[src/inc/rtc_pkg.sv]
// Constants, register numbers, field positions and carrier types of the indexed real time clock.
// Assumes a single 40 MHz system clock and host I/O cycles presented as one-cycle strobes.
package rtc_pkg;

  // ----------------------------------------------------------------------
  // Host I/O port addresses
  // ----------------------------------------------------------------------
  localparam logic [15:0] IDX_PORT_ADDR = 16'h0070; // Register selector port.
  localparam logic [15:0] DATA_PORT_ADDR = 16'h0071; // Register data port.

  // ----------------------------------------------------------------------
  // Internal register numbers
  // ----------------------------------------------------------------------
  localparam logic [6:0] REG_SEC = 7'h00; // Seconds.
  localparam logic [6:0] REG_ALM_SEC = 7'h01; // Alarm seconds (general byte).
  localparam logic [6:0] REG_MIN = 7'h02; // Minutes.
  localparam logic [6:0] REG_ALM_MIN = 7'h03; // Alarm minutes (general byte).
  localparam logic [6:0] REG_HOUR = 7'h04; // Hours.
  localparam logic [6:0] REG_ALM_HOUR = 7'h05; // Alarm hours (general byte).
  localparam logic [6:0] REG_WDAY = 7'h06; // Weekday, 1 is Sunday.
  localparam logic [6:0] REG_DOM = 7'h07; // Day of month.
  localparam logic [6:0] REG_MON = 7'h08; // Month.
  localparam logic [6:0] REG_YEAR = 7'h09; // Year within the century.
  localparam logic [6:0] REG_A = 7'h0a; // Time base and rate control.
  localparam logic [6:0] REG_B = 7'h0b; // Interrupt and format control.
  localparam logic [6:0] REG_C = 7'h0c; // Interrupt flags.
  localparam logic [6:0] REG_D = 7'h0d; // Validity and alarm day.

  // ----------------------------------------------------------------------
  // Field positions
  // ----------------------------------------------------------------------
  localparam int A_UIP_BIT = 7; // Update in progress.
  localparam int A_DIV_LSB = 4; // Divider field, bits 6 to 4.
  localparam int B_SET_BIT = 7; // Inhibit update.
  localparam int B_PIE_BIT = 6; // Periodic interrupt enable.
  localparam int B_AIE_BIT = 5; // Alarm interrupt enable.
  localparam int B_UIE_BIT = 4; // Update-ended interrupt enable.
  localparam int B_DM_BIT = 2; // Data mode, 1 is binary.
  localparam int B_24H_BIT = 1; // Hours format, 1 is 24 hour.
  localparam int B_DSE_BIT = 0; // Daylight saving adjust.
  localparam int C_IRQF_BIT = 7; // Interrupt asserted flag.
  localparam int D_VRT_BIT = 7; // Valid time flag.
  localparam logic [2:0] DIV_NORMAL = 3'h2; // Divider pattern that lets time run.
  localparam logic [1:0] ALM_DONT_CARE = 2'h3; // Alarm byte top bits meaning any value.

  // ----------------------------------------------------------------------
  // Values after reset
  // ----------------------------------------------------------------------
  localparam logic [7:0] A_RESET = 8'h26; // Divider 010, periodic rate 6.
  localparam logic [7:0] B_RESET = 8'h02; // BCD, 24 hour, all interrupts off.
  localparam logic [7:0] DAY_RESET = 8'h01; // Day, month and weekday start at one.

  // ----------------------------------------------------------------------
  // Timing
  // ----------------------------------------------------------------------
  localparam int CLK_HZ = 40000000; // System clock rate.
  localparam int BASE_HZ = 32768; // Time base rate.
  localparam int SEC_TICKS = 32768; // Time base ticks per second.
  localparam int UIP_LEAD = 8; // Ticks of update-in-progress before each update.

  // Clock and calendar bytes, kept in the format that software selected.
  typedef struct packed {
    logic [7:0] sec;
    logic [7:0] min;
    logic [7:0] hour;
    logic [7:0] wday;
    logic [7:0] dom;
    logic [7:0] mon;
    logic [7:0] year;
  } calendar_t;

  // One host I/O cycle.
  typedef struct packed {
    logic rd;
    logic wr;
    logic [15:0] addr;
    logic [7:0] wdata;
  } io_req_t;

endpackage : rtc_pkg

[src/core/rtc_core.sv]
// Indexed real time clock with calendar, alarm, periodic and update-ended interrupt flags.
// Assumes host I/O strobes are synchronous to CLOCK_IN and last one cycle each.
`timescale 1ns/1ps

// Contract
// - Selector port at 70h holds register 00h-7Fh
// - Data port at 71h reads/writes selected register
// - Time and date at 00h through 09h
// - A bit 7 flags update in progress
// - A bits 3-0 choose periodic rate
// - B bit 7 stops clock advance
// - B bit 6 enables periodic interrupt
// - B bit 5 enables alarm interrupt
// - B bit 4 enables update-ended interrupt
// - B bit 3 has no effect
// - B bit 2 selects BCD or binary
// - B bit 1 selects 12 or 24 hours
// - B bit 0 enables daylight saving adjust
// - C bit 7 set by enabled condition
// - C bits 6-4 record conditions regardless
// - Reading C clears all its flags
// - D bit 7 always reads one
// - D bits 5-0 hold alarm day
module rtc_core #(
  parameter int CLK_HZ = rtc_pkg::CLK_HZ,
  parameter int BASE_HZ = rtc_pkg::BASE_HZ,
  parameter int SEC_TICKS = rtc_pkg::SEC_TICKS
) (
  // Clock and reset
  input wire logic CLOCK_IN,
  input wire logic RST_B_IN,
  // Host I/O cycle
  input wire logic [15:0] IO_ADDR_IN,
  input wire logic IO_WR_IN,
  input wire logic IO_RD_IN,
  input wire logic [7:0] IO_WDATA_IN,
  // Host answer and interrupt
  output logic [7:0] IO_RDATA_OUT,
  output logic IRQ_OUT
);

  // ----------------------------------------------------------------------
  // Parameter checks
  // ----------------------------------------------------------------------
  if (CLK_HZ < 2 * BASE_HZ || BASE_HZ < 1)
    $error("Clock must be at least twice the time base.");
  if (SEC_TICKS < rtc_pkg::UIP_LEAD + 2 || SEC_TICKS > 32768)
    $error("Ticks per second out of range.");

  // ----------------------------------------------------------------------
  // Helper functions
  // ----------------------------------------------------------------------
  // Converts a stored byte to binary.
  function automatic logic [7:0] to_bin(input logic [7:0] v, input logic bin);
    if (bin)
      return v;
    return 8'(v[7:4] * 4'ha) + {4'h0, v[3:0]};
  endfunction : to_bin

  // Converts a binary value below 100 to the stored format.
  function automatic logic [7:0] from_bin(input logic [7:0] v, input logic bin);
    if (bin)
      return v;
    return {4'(v / 8'h0a), 4'(v % 8'h0a)};
  endfunction : from_bin

  // Days in a month; every fourth year is a leap year.
  function automatic logic [7:0] month_days(input logic [7:0] mo, input logic [7:0] yr);
    case (mo)
      8'h02: return (yr[1:0] == 2'h0) ? 8'h1d : 8'h1c;
      8'h04, 8'h06, 8'h09, 8'h0b: return 8'h1e;
      default: return 8'h1f;
    endcase
  endfunction : month_days

  // Alarm byte matches when equal or when its top bits say any value.
  function automatic logic alarm_hit(input logic [7:0] alm, input logic [7:0] cur);
    return (alm[7:6] == rtc_pkg::ALM_DONT_CARE) || (alm == cur);
  endfunction : alarm_hit

  // ----------------------------------------------------------------------
  // Reset release
  // ----------------------------------------------------------------------
  logic rst_meta_reg; // First stage of the release chain.
  logic rst_n; // Released reset used by the rest of the block.

  // Assertion comes at once, release waits two clock edges.
  always_ff @(posedge CLOCK_IN or negedge RST_B_IN)
  begin
    if (!RST_B_IN)
    begin
      rst_meta_reg <= 1'b0;
      rst_n <= 1'b0;
    end
    else
    begin
      rst_meta_reg <= 1'b1;
      rst_n <= rst_meta_reg;
    end
  end

  // ----------------------------------------------------------------------
  // Host port decode
  // ----------------------------------------------------------------------
  rtc_pkg::io_req_t req; // Bundled host cycle.
  logic [6:0] idx_reg; // Selected register number.
  logic dat_wr; // Write to the data port.
  logic dat_rd; // Read of the data port.
  logic c_read; // Read of the flag register, which clears it.

  assign req = '{rd: IO_RD_IN, wr: IO_WR_IN, addr: IO_ADDR_IN, wdata: IO_WDATA_IN};
  assign dat_wr = req.wr && (req.addr == rtc_pkg::DATA_PORT_ADDR);
  assign dat_rd = req.rd && (req.addr == rtc_pkg::DATA_PORT_ADDR);
  assign c_read = dat_rd && (idx_reg == rtc_pkg::REG_C);

  // Selector port keeps the register number; bit 7 of the write is dropped.
  always_ff @(posedge CLOCK_IN or negedge rst_n)
  begin
    if (!rst_n)
      idx_reg <= 7'h00;
    else if (req.wr && req.addr == rtc_pkg::IDX_PORT_ADDR)
      idx_reg <= req.wdata[6:0];
  end

  // ----------------------------------------------------------------------
  // Control registers
  // ----------------------------------------------------------------------
  logic [6:0] a_reg; // Divider and rate bits; the busy bit is live state.
  logic [7:0] b_reg; // Enables and formats; bit 3 is stored and unused.
  logic [5:0] alarm_day_reg; // Alarm day of month.
  logic [7:0] ram_reg [128]; // General bytes, including alarm time.

  // Writes through the data port to control bytes and general storage.
  always_ff @(posedge CLOCK_IN or negedge rst_n)
  begin
    if (!rst_n)
    begin
      a_reg <= rtc_pkg::A_RESET[6:0];
      b_reg <= rtc_pkg::B_RESET;
      alarm_day_reg <= 6'h00;
      for (int i = 0; i < 128; i++)
        ram_reg[i] <= 8'h00;
    end
    else if (dat_wr)
    begin
      case (idx_reg)
        rtc_pkg::REG_A: a_reg <= req.wdata[6:0];
        rtc_pkg::REG_B: b_reg <= req.wdata;
        rtc_pkg::REG_D: alarm_day_reg <= req.wdata[5:0];
        default: ram_reg[idx_reg] <= req.wdata;
      endcase
    end
  end

  logic inhibit; // Update inhibited by software.
  logic bin_mode; // Binary rather than BCD.
  logic h24_mode; // 24-hour rather than 12-hour.
  logic [3:0] rate; // Periodic rate select.
  logic div_run; // Divider set to its running pattern.

  assign inhibit = b_reg[rtc_pkg::B_SET_BIT];
  assign bin_mode = b_reg[rtc_pkg::B_DM_BIT];
  assign h24_mode = b_reg[rtc_pkg::B_24H_BIT];
  assign rate = a_reg[3:0];
  assign div_run = a_reg[6:4] == rtc_pkg::DIV_NORMAL;

  // ----------------------------------------------------------------------
  // Time base
  // ----------------------------------------------------------------------
  logic [31:0] acc_reg; // Fractional accumulator for the time base.
  logic [31:0] acc_sum; // Accumulator plus one step.
  logic base_tick; // One-cycle time base enable.
  logic [14:0] sub_reg; // Ticks within the current second.
  logic sec_tick; // Last tick of a second.
  logic uip_reg; // Update in progress.

  assign acc_sum = acc_reg + 32'(BASE_HZ);
  assign base_tick = acc_sum >= 32'(CLK_HZ);
  assign sec_tick = base_tick && div_run && (sub_reg == 15'(SEC_TICKS - 1));

  // Accumulator spreads base ticks evenly over the system clock.
  always_ff @(posedge CLOCK_IN or negedge rst_n)
  begin
    if (!rst_n)
      acc_reg <= 32'h0;
    else if (base_tick)
      acc_reg <= acc_sum - 32'(CLK_HZ);
    else
      acc_reg <= acc_sum;
  end

  // Sub-second count is held at zero while the divider is not running.
  always_ff @(posedge CLOCK_IN or negedge rst_n)
  begin
    if (!rst_n)
      sub_reg <= 15'h0;
    else if (!div_run)
      sub_reg <= 15'h0;
    else if (sec_tick)
      sub_reg <= 15'h0;
    else if (base_tick)
      sub_reg <= sub_reg + 15'h1;
  end

  // Busy flag rises a few ticks ahead of each update and falls with it.
  // It ignores the inhibit bit so that an update right after the inhibit is
  // lifted still had its lead; the read path hides it while inhibited.
  always_ff @(posedge CLOCK_IN or negedge rst_n)
  begin
    if (!rst_n)
      uip_reg <= 1'b0;
    else
      uip_reg <= div_run && !sec_tick &&
        (sub_reg >= 15'(SEC_TICKS - rtc_pkg::UIP_LEAD));
  end

  // ----------------------------------------------------------------------
  // Calendar advance
  // ----------------------------------------------------------------------
  rtc_pkg::calendar_t cal_reg; // Current time and date.
  rtc_pkg::calendar_t cal_adv; // Time and date one second later.
  rtc_pkg::calendar_t cal_next; // Value taken at the next edge.
  logic advance; // Seconds advance this cycle.
  logic fall_done_reg; // Autumn hour repeat already taken this year.
  logic spring_now; // Spring forward applies to this advance.
  logic fall_now; // Autumn fall back applies to this advance.

  assign advance = sec_tick && !inhibit;

  // Works in binary, then returns to the selected formats.
  always_comb
  begin
    logic [7:0] s;
    logic [7:0] m;
    logic [7:0] h;
    logic [7:0] w;
    logic [7:0] d;
    logic [7:0] mo;
    logic [7:0] y;
    logic [7:0] h12;
    h12 = 8'h00;
    s = to_bin(cal_reg.sec, bin_mode);
    m = to_bin(cal_reg.min, bin_mode);
    h = to_bin({1'b0, cal_reg.hour[6:0]}, bin_mode);
    w = to_bin(cal_reg.wday, bin_mode);
    d = to_bin(cal_reg.dom, bin_mode);
    mo = to_bin(cal_reg.mon, bin_mode);
    y = to_bin(cal_reg.year, bin_mode);
    // A 12-hour value carries noon and midnight as 12 and PM in bit 7.
    if (!h24_mode)
      h = ((h == 8'h0c) ? 8'h00 : h) + (cal_reg.hour[7] ? 8'h0c : 8'h00);
    spring_now = b_reg[rtc_pkg::B_DSE_BIT] && mo == 8'h04 && w == 8'h01 && d <= 8'h07 &&
      h == 8'h01 && m == 8'h3b && s == 8'h3b;
    fall_now = b_reg[rtc_pkg::B_DSE_BIT] && !fall_done_reg && mo == 8'h0a && w == 8'h01 &&
      d >= 8'h19 && h == 8'h01 && m == 8'h3b && s == 8'h3b;
    if (s < 8'h3b)
      s = s + 8'h01;
    else
    begin
      s = 8'h00;
      if (m < 8'h3b)
        m = m + 8'h01;
      else
      begin
        m = 8'h00;
        if (h < 8'h17)
          h = h + 8'h01;
        else
        begin
          h = 8'h00;
          w = (w >= 8'h07) ? 8'h01 : w + 8'h01;
          if (d < month_days(mo, y))
            d = d + 8'h01;
          else
          begin
            d = 8'h01;
            if (mo < 8'h0c)
              mo = mo + 8'h01;
            else
            begin
              mo = 8'h01;
              y = (y >= 8'h63) ? 8'h00 : y + 8'h01;
            end
          end
        end
      end
    end
    // Daylight saving moves the hour after 01:59:59 on the switch days.
    if (spring_now)
      h = 8'h03;
    else if (fall_now)
      h = 8'h01;
    h12 = from_bin((h % 8'h0c == 8'h00) ? 8'h0c : h % 8'h0c, bin_mode);
    cal_adv.sec = from_bin(s, bin_mode);
    cal_adv.min = from_bin(m, bin_mode);
    cal_adv.hour = h24_mode ? from_bin(h, bin_mode) :
      {h >= 8'h0c, h12[6:0]};
    cal_adv.wday = from_bin(w, bin_mode);
    cal_adv.dom = from_bin(d, bin_mode);
    cal_adv.mon = from_bin(mo, bin_mode);
    cal_adv.year = from_bin(y, bin_mode);
  end

  // A host write replaces one field on top of any advance in the same cycle.
  always_comb
  begin
    cal_next = advance ? cal_adv : cal_reg;
    if (dat_wr)
    begin
      case (idx_reg)
        rtc_pkg::REG_SEC: cal_next.sec = req.wdata;
        rtc_pkg::REG_MIN: cal_next.min = req.wdata;
        rtc_pkg::REG_HOUR: cal_next.hour = req.wdata;
        rtc_pkg::REG_WDAY: cal_next.wday = req.wdata;
        rtc_pkg::REG_DOM: cal_next.dom = req.wdata;
        rtc_pkg::REG_MON: cal_next.mon = req.wdata;
        rtc_pkg::REG_YEAR: cal_next.year = req.wdata;
        default: cal_next = cal_next;
      endcase
    end
  end

  // Time and date storage.
  always_ff @(posedge CLOCK_IN or negedge rst_n)
  begin
    if (!rst_n)
      cal_reg <= '{sec: 8'h00, min: 8'h00, hour: 8'h00, wday: rtc_pkg::DAY_RESET,
        dom: rtc_pkg::DAY_RESET, mon: rtc_pkg::DAY_RESET, year: 8'h00};
    else
      cal_reg <= cal_next;
  end

  // The autumn repeat is taken once, then rearmed outside October.
  always_ff @(posedge CLOCK_IN or negedge rst_n)
  begin
    if (!rst_n)
      fall_done_reg <= 1'b0;
    else if (advance && fall_now)
      fall_done_reg <= 1'b1;
    else if (to_bin(cal_reg.mon, bin_mode) != 8'h0a)
      fall_done_reg <= 1'b0;
  end

  // ----------------------------------------------------------------------
  // Interrupt conditions and flags
  // ----------------------------------------------------------------------
  logic per_ev; // Periodic condition.
  logic alm_ev; // Alarm condition.
  logic upd_ev; // Update-ended condition.
  logic [15:0] rate_mask; // Sub-second bits that must all be set.
  logic [2:0] flags_reg; // Periodic, alarm and update-ended flags.
  logic irqf_reg; // Interrupt asserted flag.
  logic [2:0] flags_next; // Flags for the next edge.
  logic [2:0] enables; // Matching enables from the control byte.

  assign rate_mask = 16'((32'h1 << (rate - 4'h1)) - 32'h1);
  assign per_ev = base_tick && div_run && rate != 4'h0 &&
    (({1'b0, sub_reg} & rate_mask) == rate_mask);
  assign upd_ev = advance;
  assign alm_ev = advance && alarm_hit(ram_reg[rtc_pkg::REG_ALM_SEC], cal_adv.sec) &&
    alarm_hit(ram_reg[rtc_pkg::REG_ALM_MIN], cal_adv.min) &&
    alarm_hit(ram_reg[rtc_pkg::REG_ALM_HOUR], cal_adv.hour) &&
    (alarm_day_reg == 6'h00 || alarm_day_reg == cal_adv.dom[5:0]);
  assign enables = b_reg[rtc_pkg::B_PIE_BIT:rtc_pkg::B_UIE_BIT];
  // A new condition in the reading cycle survives the clear.
  assign flags_next = (c_read ? 3'h0 : flags_reg) | {per_ev, alm_ev, upd_ev};

  // Condition flags are recorded whatever the enables say.
  always_ff @(posedge CLOCK_IN or negedge rst_n)
  begin
    if (!rst_n)
      flags_reg <= 3'h0;
    else
      flags_reg <= flags_next;
  end

  // Interrupt flag follows enabled conditions and drives the output.
  always_ff @(posedge CLOCK_IN or negedge rst_n)
  begin
    if (!rst_n)
      irqf_reg <= 1'b0;
    else
      irqf_reg <= (c_read ? 1'b0 : irqf_reg) |
        (|({per_ev, alm_ev, upd_ev} & enables));
  end

  assign IRQ_OUT = irqf_reg;

  // ----------------------------------------------------------------------
  // Read path
  // ----------------------------------------------------------------------
  logic [7:0] rd_val; // Byte presented for the current read.

  // Selects the byte for the port being read.
  always_comb
  begin
    rd_val = 8'h00;
    if (req.addr == rtc_pkg::IDX_PORT_ADDR)
      rd_val = {1'b0, idx_reg};
    else
    begin
      case (idx_reg)
        rtc_pkg::REG_SEC: rd_val = cal_reg.sec;
        rtc_pkg::REG_MIN: rd_val = cal_reg.min;
        rtc_pkg::REG_HOUR: rd_val = cal_reg.hour;
        rtc_pkg::REG_WDAY: rd_val = cal_reg.wday;
        rtc_pkg::REG_DOM: rd_val = cal_reg.dom;
        rtc_pkg::REG_MON: rd_val = cal_reg.mon;
        rtc_pkg::REG_YEAR: rd_val = cal_reg.year;
        rtc_pkg::REG_A: rd_val = {uip_reg && !inhibit, a_reg};
        rtc_pkg::REG_B: rd_val = b_reg;
        rtc_pkg::REG_C: rd_val = {irqf_reg, flags_reg, 4'h0};
        rtc_pkg::REG_D: rd_val = {1'b1, 1'b0, alarm_day_reg};
        default: rd_val = ram_reg[idx_reg];
      endcase
    end
  end

  // Read data is registered and held until the next read.
  always_ff @(posedge CLOCK_IN or negedge rst_n)
  begin
    if (!rst_n)
      IO_RDATA_OUT <= 8'h00;
    else if (req.rd && (req.addr == rtc_pkg::IDX_PORT_ADDR || dat_rd))
      IO_RDATA_OUT <= rd_val;
  end
endmodule : rtc_core

[config.mk]
export PLATFORM = sky130hd
export DESIGN_NAME = rtc_core
export DESIGN_NICKNAME = d
export VERILOG_FILES = /design/src/inc/rtc_pkg.sv /design/src/core/rtc_core.sv
export SDC_FILE = /design/constraint.sdc
export NUM_CORES = 2
export LEC_CHECK = 0
export BUFFER_PORTS_ARGS = -buffer_cell sky130_fd_sc_hd__buf_2
export CAP_MARGIN = 5
export CORE_ASPECT_RATIO = 0.9
export CORE_MARGIN = 2
export CORE_UTILIZATION = 45
export CTS_CLUSTER_DIAMETER = 40
export CTS_CLUSTER_SIZE = 20
export DETAILED_ROUTE_END_ITERATION = 16
export REMOVE_ABC_BUFFERS = 1
export SETUP_SLACK_MARGIN = 0.15
export SLEW_MARGIN = 20
export SYNTH_ARGS = -nofsm -noshare
export SYNTH_HDL_FRONTEND = slang
export SYNTH_SLANG_ARGS = --single-unit
[constraint.sdc]
create_clock -name CLOCK_IN -period 53.2 [get_ports CLOCK_IN]
set_input_delay 2.66 -clock CLOCK_IN [delete_from_list [all_inputs] [get_ports CLOCK_IN]]
set_output_delay 2.66 -clock CLOCK_IN [all_outputs]
set_load 0.03 [all_outputs]
## Word-level counts from Yosys, hierarchy flattened

Cells that the tools add are included.

| storage, ports and cells | value |
|---|---|
| memories kept | 0 |
| latch bits | 0 |
| register bits after elaboration | 1171 |
| bits in read-only memories | 0 |
| input bits | 28 |
| word-level logic and storage cells | 397 |
| output and inout bits | 9 |
| memory bits (writable) | 0 |

| cells by class | value |
|---|---|
| multipliers | 7 |
| divide/modulo/power cells | 17 |
| $lt $le $gt $ge | 14 |
| reduce and logical (&&, ||, !) cells | 53 |
| equal/unequal tests | 35 |
| muxes and demuxes | 96 |
| shift-type cells | 1 |
| bitwise operators | 6 |
| add/sub/neg operators | 20 |

Operators with widths:

| cell | count |
|---|---|
| $bwmux 1024 | 1 |
| $mux 8 | 75 |
| $mux 56 | 2 |
| $pmux 8 s11 | 1 |
| $mod 8x4->8 const B | 9 |
| $div 8x4->8 const B | 8 |
| $add 8x1->8 const B | 7 |
| $add 8x4->8 | 7 |
| $bmux 8 s7 | 1 |
| $demux 8 s7 | 1 |
| $mux 15 | 3 |
| $eq 7x4->1 const B | 6 |
| $mul 4x3->7 const B | 6 |
| $add 32x16->32 const B | 1 |
| $eq 16x7->1 const B | 2 |
| $eq 8x4->1 const B | 4 |
| $ge 32x26->1 const B | 1 |
| $logic_and 1x1->1 | 32 |
| $mux 32 | 1 |
| $sub 32x26->32 const B | 1 |
| $eq 8x8->1 | 3 |
| $eq 7x3->1 const B | 3 |
| $and 15x16->16 | 1 |
| $eq 16x16->1 | 1 |
| other kinds (50) | 72 |

## Longest topological paths before layout

| depth | value |
|---|---|
| depth in word-level cells | 26 |
| gate-level depth with buffers | 41 |
| gate-level depth less buffers | 36 |

## Least setup slack after synthesis

OpenSTA, ideal clock, no wires.

| timing | value |
|---|---|
| kind | register to register |
| start | register cal_reg[36] in the netlist's numbering |
| end | register irqf_reg, in the netlist IRQ_OUT |
| cell stages (with the launch flop) | 40 |
| setup time | 0.092 ns |
| buffers on the path | 4 |
| required time | 53.108 ns |
| setup slack | 45.257 ns |
| arrival time | 7.852 ns |
| period minus slack after synthesis | 7.943 ns |
| cells stage by stage | dfrtp_1 > ha_1 > and2_1 > ha_1 > clkbuf_1 > a2111oi_0 > a211oi_1 > o21ai_1 > nand4_1 > nor2b_1 > ha_1 > inv_1 > fa_1 > or2_2 > clkbuf_1 > a2111oi_0 > a21o_1 > o21ai_1 > [4 not listed] > ha_1 > nor2_1 > a211oi_1 > nor4_1 > a21oi_1 > or2_0 > clkbuf_1 > a32o_1 > a22oi_1 > o22ai_1 > nor3_1 > ha_1 > o2111a_1 > o311a_1 > a211o_1 > o41ai_2 > nand4_1 > o31ai_2 |

| on the way | value |
|---|---|
| word-level cells in the longest chain between the ends | 26 |
| elaborated cells between the ends (all ways) | 51 |
| those cells by class | add/sub (3); mul (1); div (7); order compare (2); eq/ne (4); mux (20); bitwise (2); reduce/logical (12) |

Ends and longest elaborated chain:

| what | line | RTL |
|---|---|---|
| from (decl) | rtc_core.sv:220 | `rtc_pkg::calendar_t cal_reg;` |
| from (signal assigned) | rtc_core.sv:327 | `cal_reg <= '{sec: 8'h00, min: 8'h00, hour: 8'h00, wday: rtc_pkg::DAY_RESET,` |
| from (signal assigned) | rtc_core.sv:330 | `cal_reg <= cal_next;` |
| $mul 3x3->6 | rtc_core.sv:57 | `return 8'(v[7:4] * 4'ha) + {4'h0, v[3:0]};` |
| $add 7x4->8 | rtc_core.sv:57 |  |
| $mux 8 (*) | rtc_core.sv:57 |  |
| $eq 8x4->1 | rtc_core.sv:251 | `h = ((h == 8'h0c) ? 8'h00 : h) + (cal_reg.hour[7] ? 8'h0c : 8'h00);` |
| $mux 8 | rtc_core.sv:251 |  |
| $add 8x4->8 | rtc_core.sv:251 |  |
| $mux 8 (*) | rtc_core.sv:250 | `if (!h24_mode)` |
| $add 8x1->8, or another cell as far along | rtc_core.sv:267 | `h = h + 8'h01;` |
| [10 not listed] | - |  |
| $mux 8 | rtc_core.sv:296 | `cal_adv.hour = h24_mode ? from_bin(h, bin_mode) :` |
| $eq 8x8->1 | rtc_core.sv:78 | `return (alm[7:6] == rtc_pkg::ALM_DONT_CARE) \|\| (alm == cur);` |
| $logic_or 1x1->1 | rtc_core.sv:78 |  |
| $logic_and 1x1->1 | rtc_core.sv:361 | `alarm_hit(ram_reg[rtc_pkg::REG_ALM_MIN], cal_adv.min) &&` |
| $logic_and 1x1->1 (*) | rtc_core.sv:362 | `alarm_hit(ram_reg[rtc_pkg::REG_ALM_HOUR], cal_adv.hour) &&` |
| $and 3x3->3 (*) | rtc_core.sv:384 | `(\|({per_ev, alm_ev, upd_ev} & enables));` |
| $reduce_or 3->1 (*) | rtc_core.sv:384 |  |
| $or 1x1->1 (*) | rtc_core.sv:383 | `irqf_reg <= (c_read ? 1'b0 : irqf_reg) \|` |
| to (signal assigned) | rtc_core.sv:383 |  |
| to (decl) | rtc_core.sv:352 | `logic irqf_reg;` |

Every way passes the cells marked *; elsewhere a longest branch is shown, timed or not. The select of a mux whose other input is x is not followed.
A chain may end at the register's enable or synchronous reset.

## Worst setup path after layout

| timing | value |
|---|---|
| start | register b_reg[2] |
| end | register irqf_reg, in the netlist IRQ_OUT |

| on the way | value |
|---|---|
| word-level cells in the longest chain between the ends | 25 |
| elaborated cells between the ends (all ways) | 103 |
| those cells by class | add/sub (5); div (11); order compare (7); eq/ne (15); mux (39); bitwise (2); reduce/logical (24) |

Ends and longest elaborated chain:

| what | line | RTL |
|---|---|---|
| from (decl) | rtc_core.sv:129 | `logic [7:0] b_reg;` |
| from (signal assigned) | rtc_core.sv:139 | `b_reg <= rtc_pkg::B_RESET;` |
| from (signal assigned) | rtc_core.sv:148 | `rtc_pkg::REG_B: b_reg <= req.wdata;` |
| $mux 1 (*) | rtc_core.sv:55, rtc_core.sv:62 |  |
| $mux 8 | rtc_core.sv:57 |  |
| $eq 8x4->1 | rtc_core.sv:251 |  |
| $mux 8 | rtc_core.sv:251 |  |
| $add 8x4->8 | rtc_core.sv:251 |  |
| $mux 8 | rtc_core.sv:250 |  |
| $add 8x1->8, or another cell as far along | rtc_core.sv:267 |  |
| $mux 8 / $logic_and 1x1->1 (equally long branches) | rtc_core.sv:266, rtc_core.sv:255 |  |
| [9 not listed] | - |  |
| $mux 8 | rtc_core.sv:296 |  |
| $eq 8x8->1 | rtc_core.sv:78 |  |
| $logic_or 1x1->1 | rtc_core.sv:78 |  |
| $logic_and 1x1->1 | rtc_core.sv:361 |  |
| $logic_and 1x1->1 (*) | rtc_core.sv:362 |  |
| $and 3x3->3 (*) | rtc_core.sv:384 |  |
| $reduce_or 3->1 (*) | rtc_core.sv:384 |  |
| $or 1x1->1 (*) | rtc_core.sv:383 |  |

Marked as above.

==> flow_metrics.env <==
export IMPL_outcome="complete, no violations"
export IMPL_finalCritPeriodShare_pct=17.4
export IMPL_end_kind="flip-flop"
export IMPL_synth_top_area_share_pct=45.4
export IMPL_grt_overflow=0
export IMPL_drt_iter0_drc=4297
export IMPL_core_area_mm2=0.140
export IMPL_postCtsSetupBuffers=0
export IMPL_yosysWarningCount=0
export IMPL_synth_area_leader_cell="dfrtp_1"
export IMPL_ys_seq_area_share_pct=45.7
export IMPL_ys_top_cells_by_area="dfrtp_1 45%, mux2_2 17%, mux4_2 12%"
export IMPL_clkLatencyLatePin_ns=0.78
export IMPL_grt_pass1_wl_um=277000
export IMPL_cp_max_fo=60
export IMPL_hold_viol=0
export IMPL_power_frac_seq_pct=46.6
export IMPL_wl_um=179000
export IMPL_cp_required_ns=53.86
export IMPL_die_area_mm2=0.144
export IMPL_cts_path_max_buffers=3
export IMPL_rsz0062_at_grt="no"
export IMPL_tns_ns=0
export IMPL_dpl_instance_area_mm2=0.0653
export IMPL_vias=44021
export IMPL_grt_max_degree=170
export IMPL_initial_core_util_pct=45.4
export IMPL_die_x_um=400
export IMPL_fin_area_mm2=0.0702
export IMPL_critPathBufInv=3
export IMPL_drc_errors=0
export IMPL_antenna_found_initial=4
export IMPL_max_stage_delay_ns=0.88
export IMPL_cts_tree="built"
export IMPL_synth_ff_type="dfrtp_1"
export IMPL_htree_num_levels=4
export IMPL_switching_power_mw=0.447
export IMPL_ys_ff_latch=1162
export IMPL_worstPathArrival_ns=9.94
export IMPL_wl_per_cell_um=25.5
export IMPL_syn_area_mm2=0.0636
export IMPL_ys_types=115
export IMPL_crit_family="compound AO/OA/AOI/OAI gates"
export IMPL_p_sw_share_pct=23.6
export IMPL_postCtsHoldBufs=0
export IMPL_die_h_um=361
export IMPL_cts_buffers=142
export IMPL_globalplace_congestion=0.889
export IMPL_relSlewSlack_pct=26.7
export IMPL_cts_repair_resize_count=0
export IMPL_maxCapViolations=0
export IMPL_worst_path_most_repeated_cell="ha_1"
export IMPL_largest_register_ffs=1024
export IMPL_max_freq_ghz=0.108
export IMPL_synth_edff_count=0
export IMPL_skew_ns=0.0260
export IMPL_postSynthCellCount=5184
export IMPL_yosysMostFrequentCell="dfrtp_1"
export IMPL_p_comb_share_pct=1.9
export IMPL_grt_use_total_pct=24.7
export IMPL_ys_async_sr_fraction_pct=100
export IMPL_critical_path_slowest_cell="dfrtp_4"
export IMPL_clk_pin_slew_ns=0.06
export IMPL_slew_violations=0
export IMPL_hold_path_class="flip-flop to flip-flop"
export IMPL_peakVddDrop_uv=34.8
export IMPL_viasPerCell=6.27
export IMPL_pwr_share_clk_pct=51.5
export IMPL_area_growth_syn_to_layout_pct=10.2
export IMPL_dp_hpwl_um=117000
export IMPL_portBuffers=36
export IMPL_dr_pass1_iters=5
export IMPL_ant_nets=0
export IMPL_tightest_slew_ns=1.09
export IMPL_yosys_top_cells_count="1155 x dfrtp_1, 986 x mux2_2, 458 x nand2_1"
export IMPL_num_fill_cells=12173
export IMPL_grt_pass1_vias=43416
export IMPL_setup_viol=0
export IMPL_startpoint_type="flip-flop"
export IMPL_fin_crit_ns=9.28
export IMPL_layout_drive_gt1_share_pct=34.1
export IMPL_power_density_mw_per_mm2=27.0
export IMPL_p_leak_nw=31.4
export IMPL_cts_root_buf="clkbuf_16"
export IMPL_intPower_mw=1.45
export IMPL_synth_area_per_cell_um2=12.3
export IMPL_std_cell_rows=130
export IMPL_io_pins=37
export IMPL_ff_latch_area_mm2=0.0291
export IMPL_multi_input_area_mm2=0.0329
export IMPL_cts_sinks=1162
export IMPL_critPathKind="flip-flop to flip-flop"
export IMPL_nets=5181
-- power groups by stage --
| stage | sequential [mW] | combinational (mW) | clock [mW] |
|---|---|---|---|
| 2_1_floorplan | 0.915 | 0.00101 | 0 |
| 3_3_place_gp | 0.901 | 0.0358 | 0 |
| 3_5_place_dp | 0.901 | 0.0359 | 0 |
| 4_1_cts | 0.885 | 0.0360 | 0.996 |
| 5_1_grt | 0.884 | 0.0398 | 1.04 |
| 6_report | 0.885 | 0.0353 | 0.977 |
-- final timing paths --
| check | cells past startpoint | from | slack, ns | endpoint |
|---|---|---|---|---|
| setup / recovery | 32 | b_reg[2] | 43.92 | IRQ_OUT |
| hold / removal | 0 | rst_meta_reg | 0.35 | rst_n |
| setup reg to reg | 32 | b_reg[2] | 43.92 | IRQ_OUT |
| hold reg to reg | 0 | rst_meta_reg | 0.35 | rst_n |
| max in group asynchronous | 4 | rst_n | 49.02 | acc_reg[28] |
| min in group asynchronous | 0 | rst_n | 0.38 | ram_reg[174] |
-- area by class of cell --
class,instances,area share [%]
diodes,1,0.00357
clock buffers,171,5.42
clock inverters,90,1.38
inverters,58,0.310
multi-input cells,3582,46.9
flip-flops and latches,1162,41.5
well taps,1848,3.30
repair buffers,110,1.22
-- cell usage in the layout (no fill, tap or decap), types with 18 or more instances in the layout --
cell,instances
o22ai_1,24
dfrtp_1,1148
nor2_1,254
mux4_2,332
xor2_1,39
mux2i_1,54
nand2b_1,25
a211o_1,20
mux2_2,986
and3_1,30
a21o_1,18
nor3b_1,20
nand4_1,28
a21oi_1,155
nand3_1,89
nor2b_1,21
a31oi_1,33
o21ai_0,164
nand2_1,458
ha_1,83
nor3_1,94
buf_4,72
inv_1,56
inv_6,25
a211oi_1,51
buf_2,28
xnor2_1,89
and2_1,37
clkbuf_16,144
o211ai_1,35
nor4_1,22
a22oi_1,26
o31ai_1,18
-- stage by stage --
step                setup WS, ns  util, %  total power, mW  hold WS (ns)  instances
finish                     43.92     50.1             1.90         0.353       7022
global route               43.07     50.1             1.96         0.380       7021
CTS                        43.99     50.0             1.92         0.360       7018
detailed placement         44.02     46.6            0.937         0.336       6757
global placement           44.03     46.6            0.937         0.340       6757
floorplan                  18.42        -            0.916         0.331       4802
-- cells by family after synthesis --
family	count (synthesis)	synth area share, %
other	1	0.00589
xor gates and xnor gates	130	1.81
DFF	1162	45.7
adders and majority gates	106	2.22
and+or+nand+nor	1189	8.87
AOI/OAI and AO/OA	781	8.51
muxes	1375	30.1
buffers and inverters	440	2.77
-- layer usage --
| layer | track usage, % | vias to the layer above | part of all wire (%) |
|---|---|---|---|
| met2 | 37.0 | 1392 | 44 |
| met1 | 37.4 | 23145 | 47 |
| met5 | 0 | - | 0.015 |
| met3 | 3.92 | 254 | 6.3 |
| li1 | - | 19226 | - |
| met4 | 6.80 | 4 | 2.3 |
No activity file was read; power rests on OpenSTA's default activity.
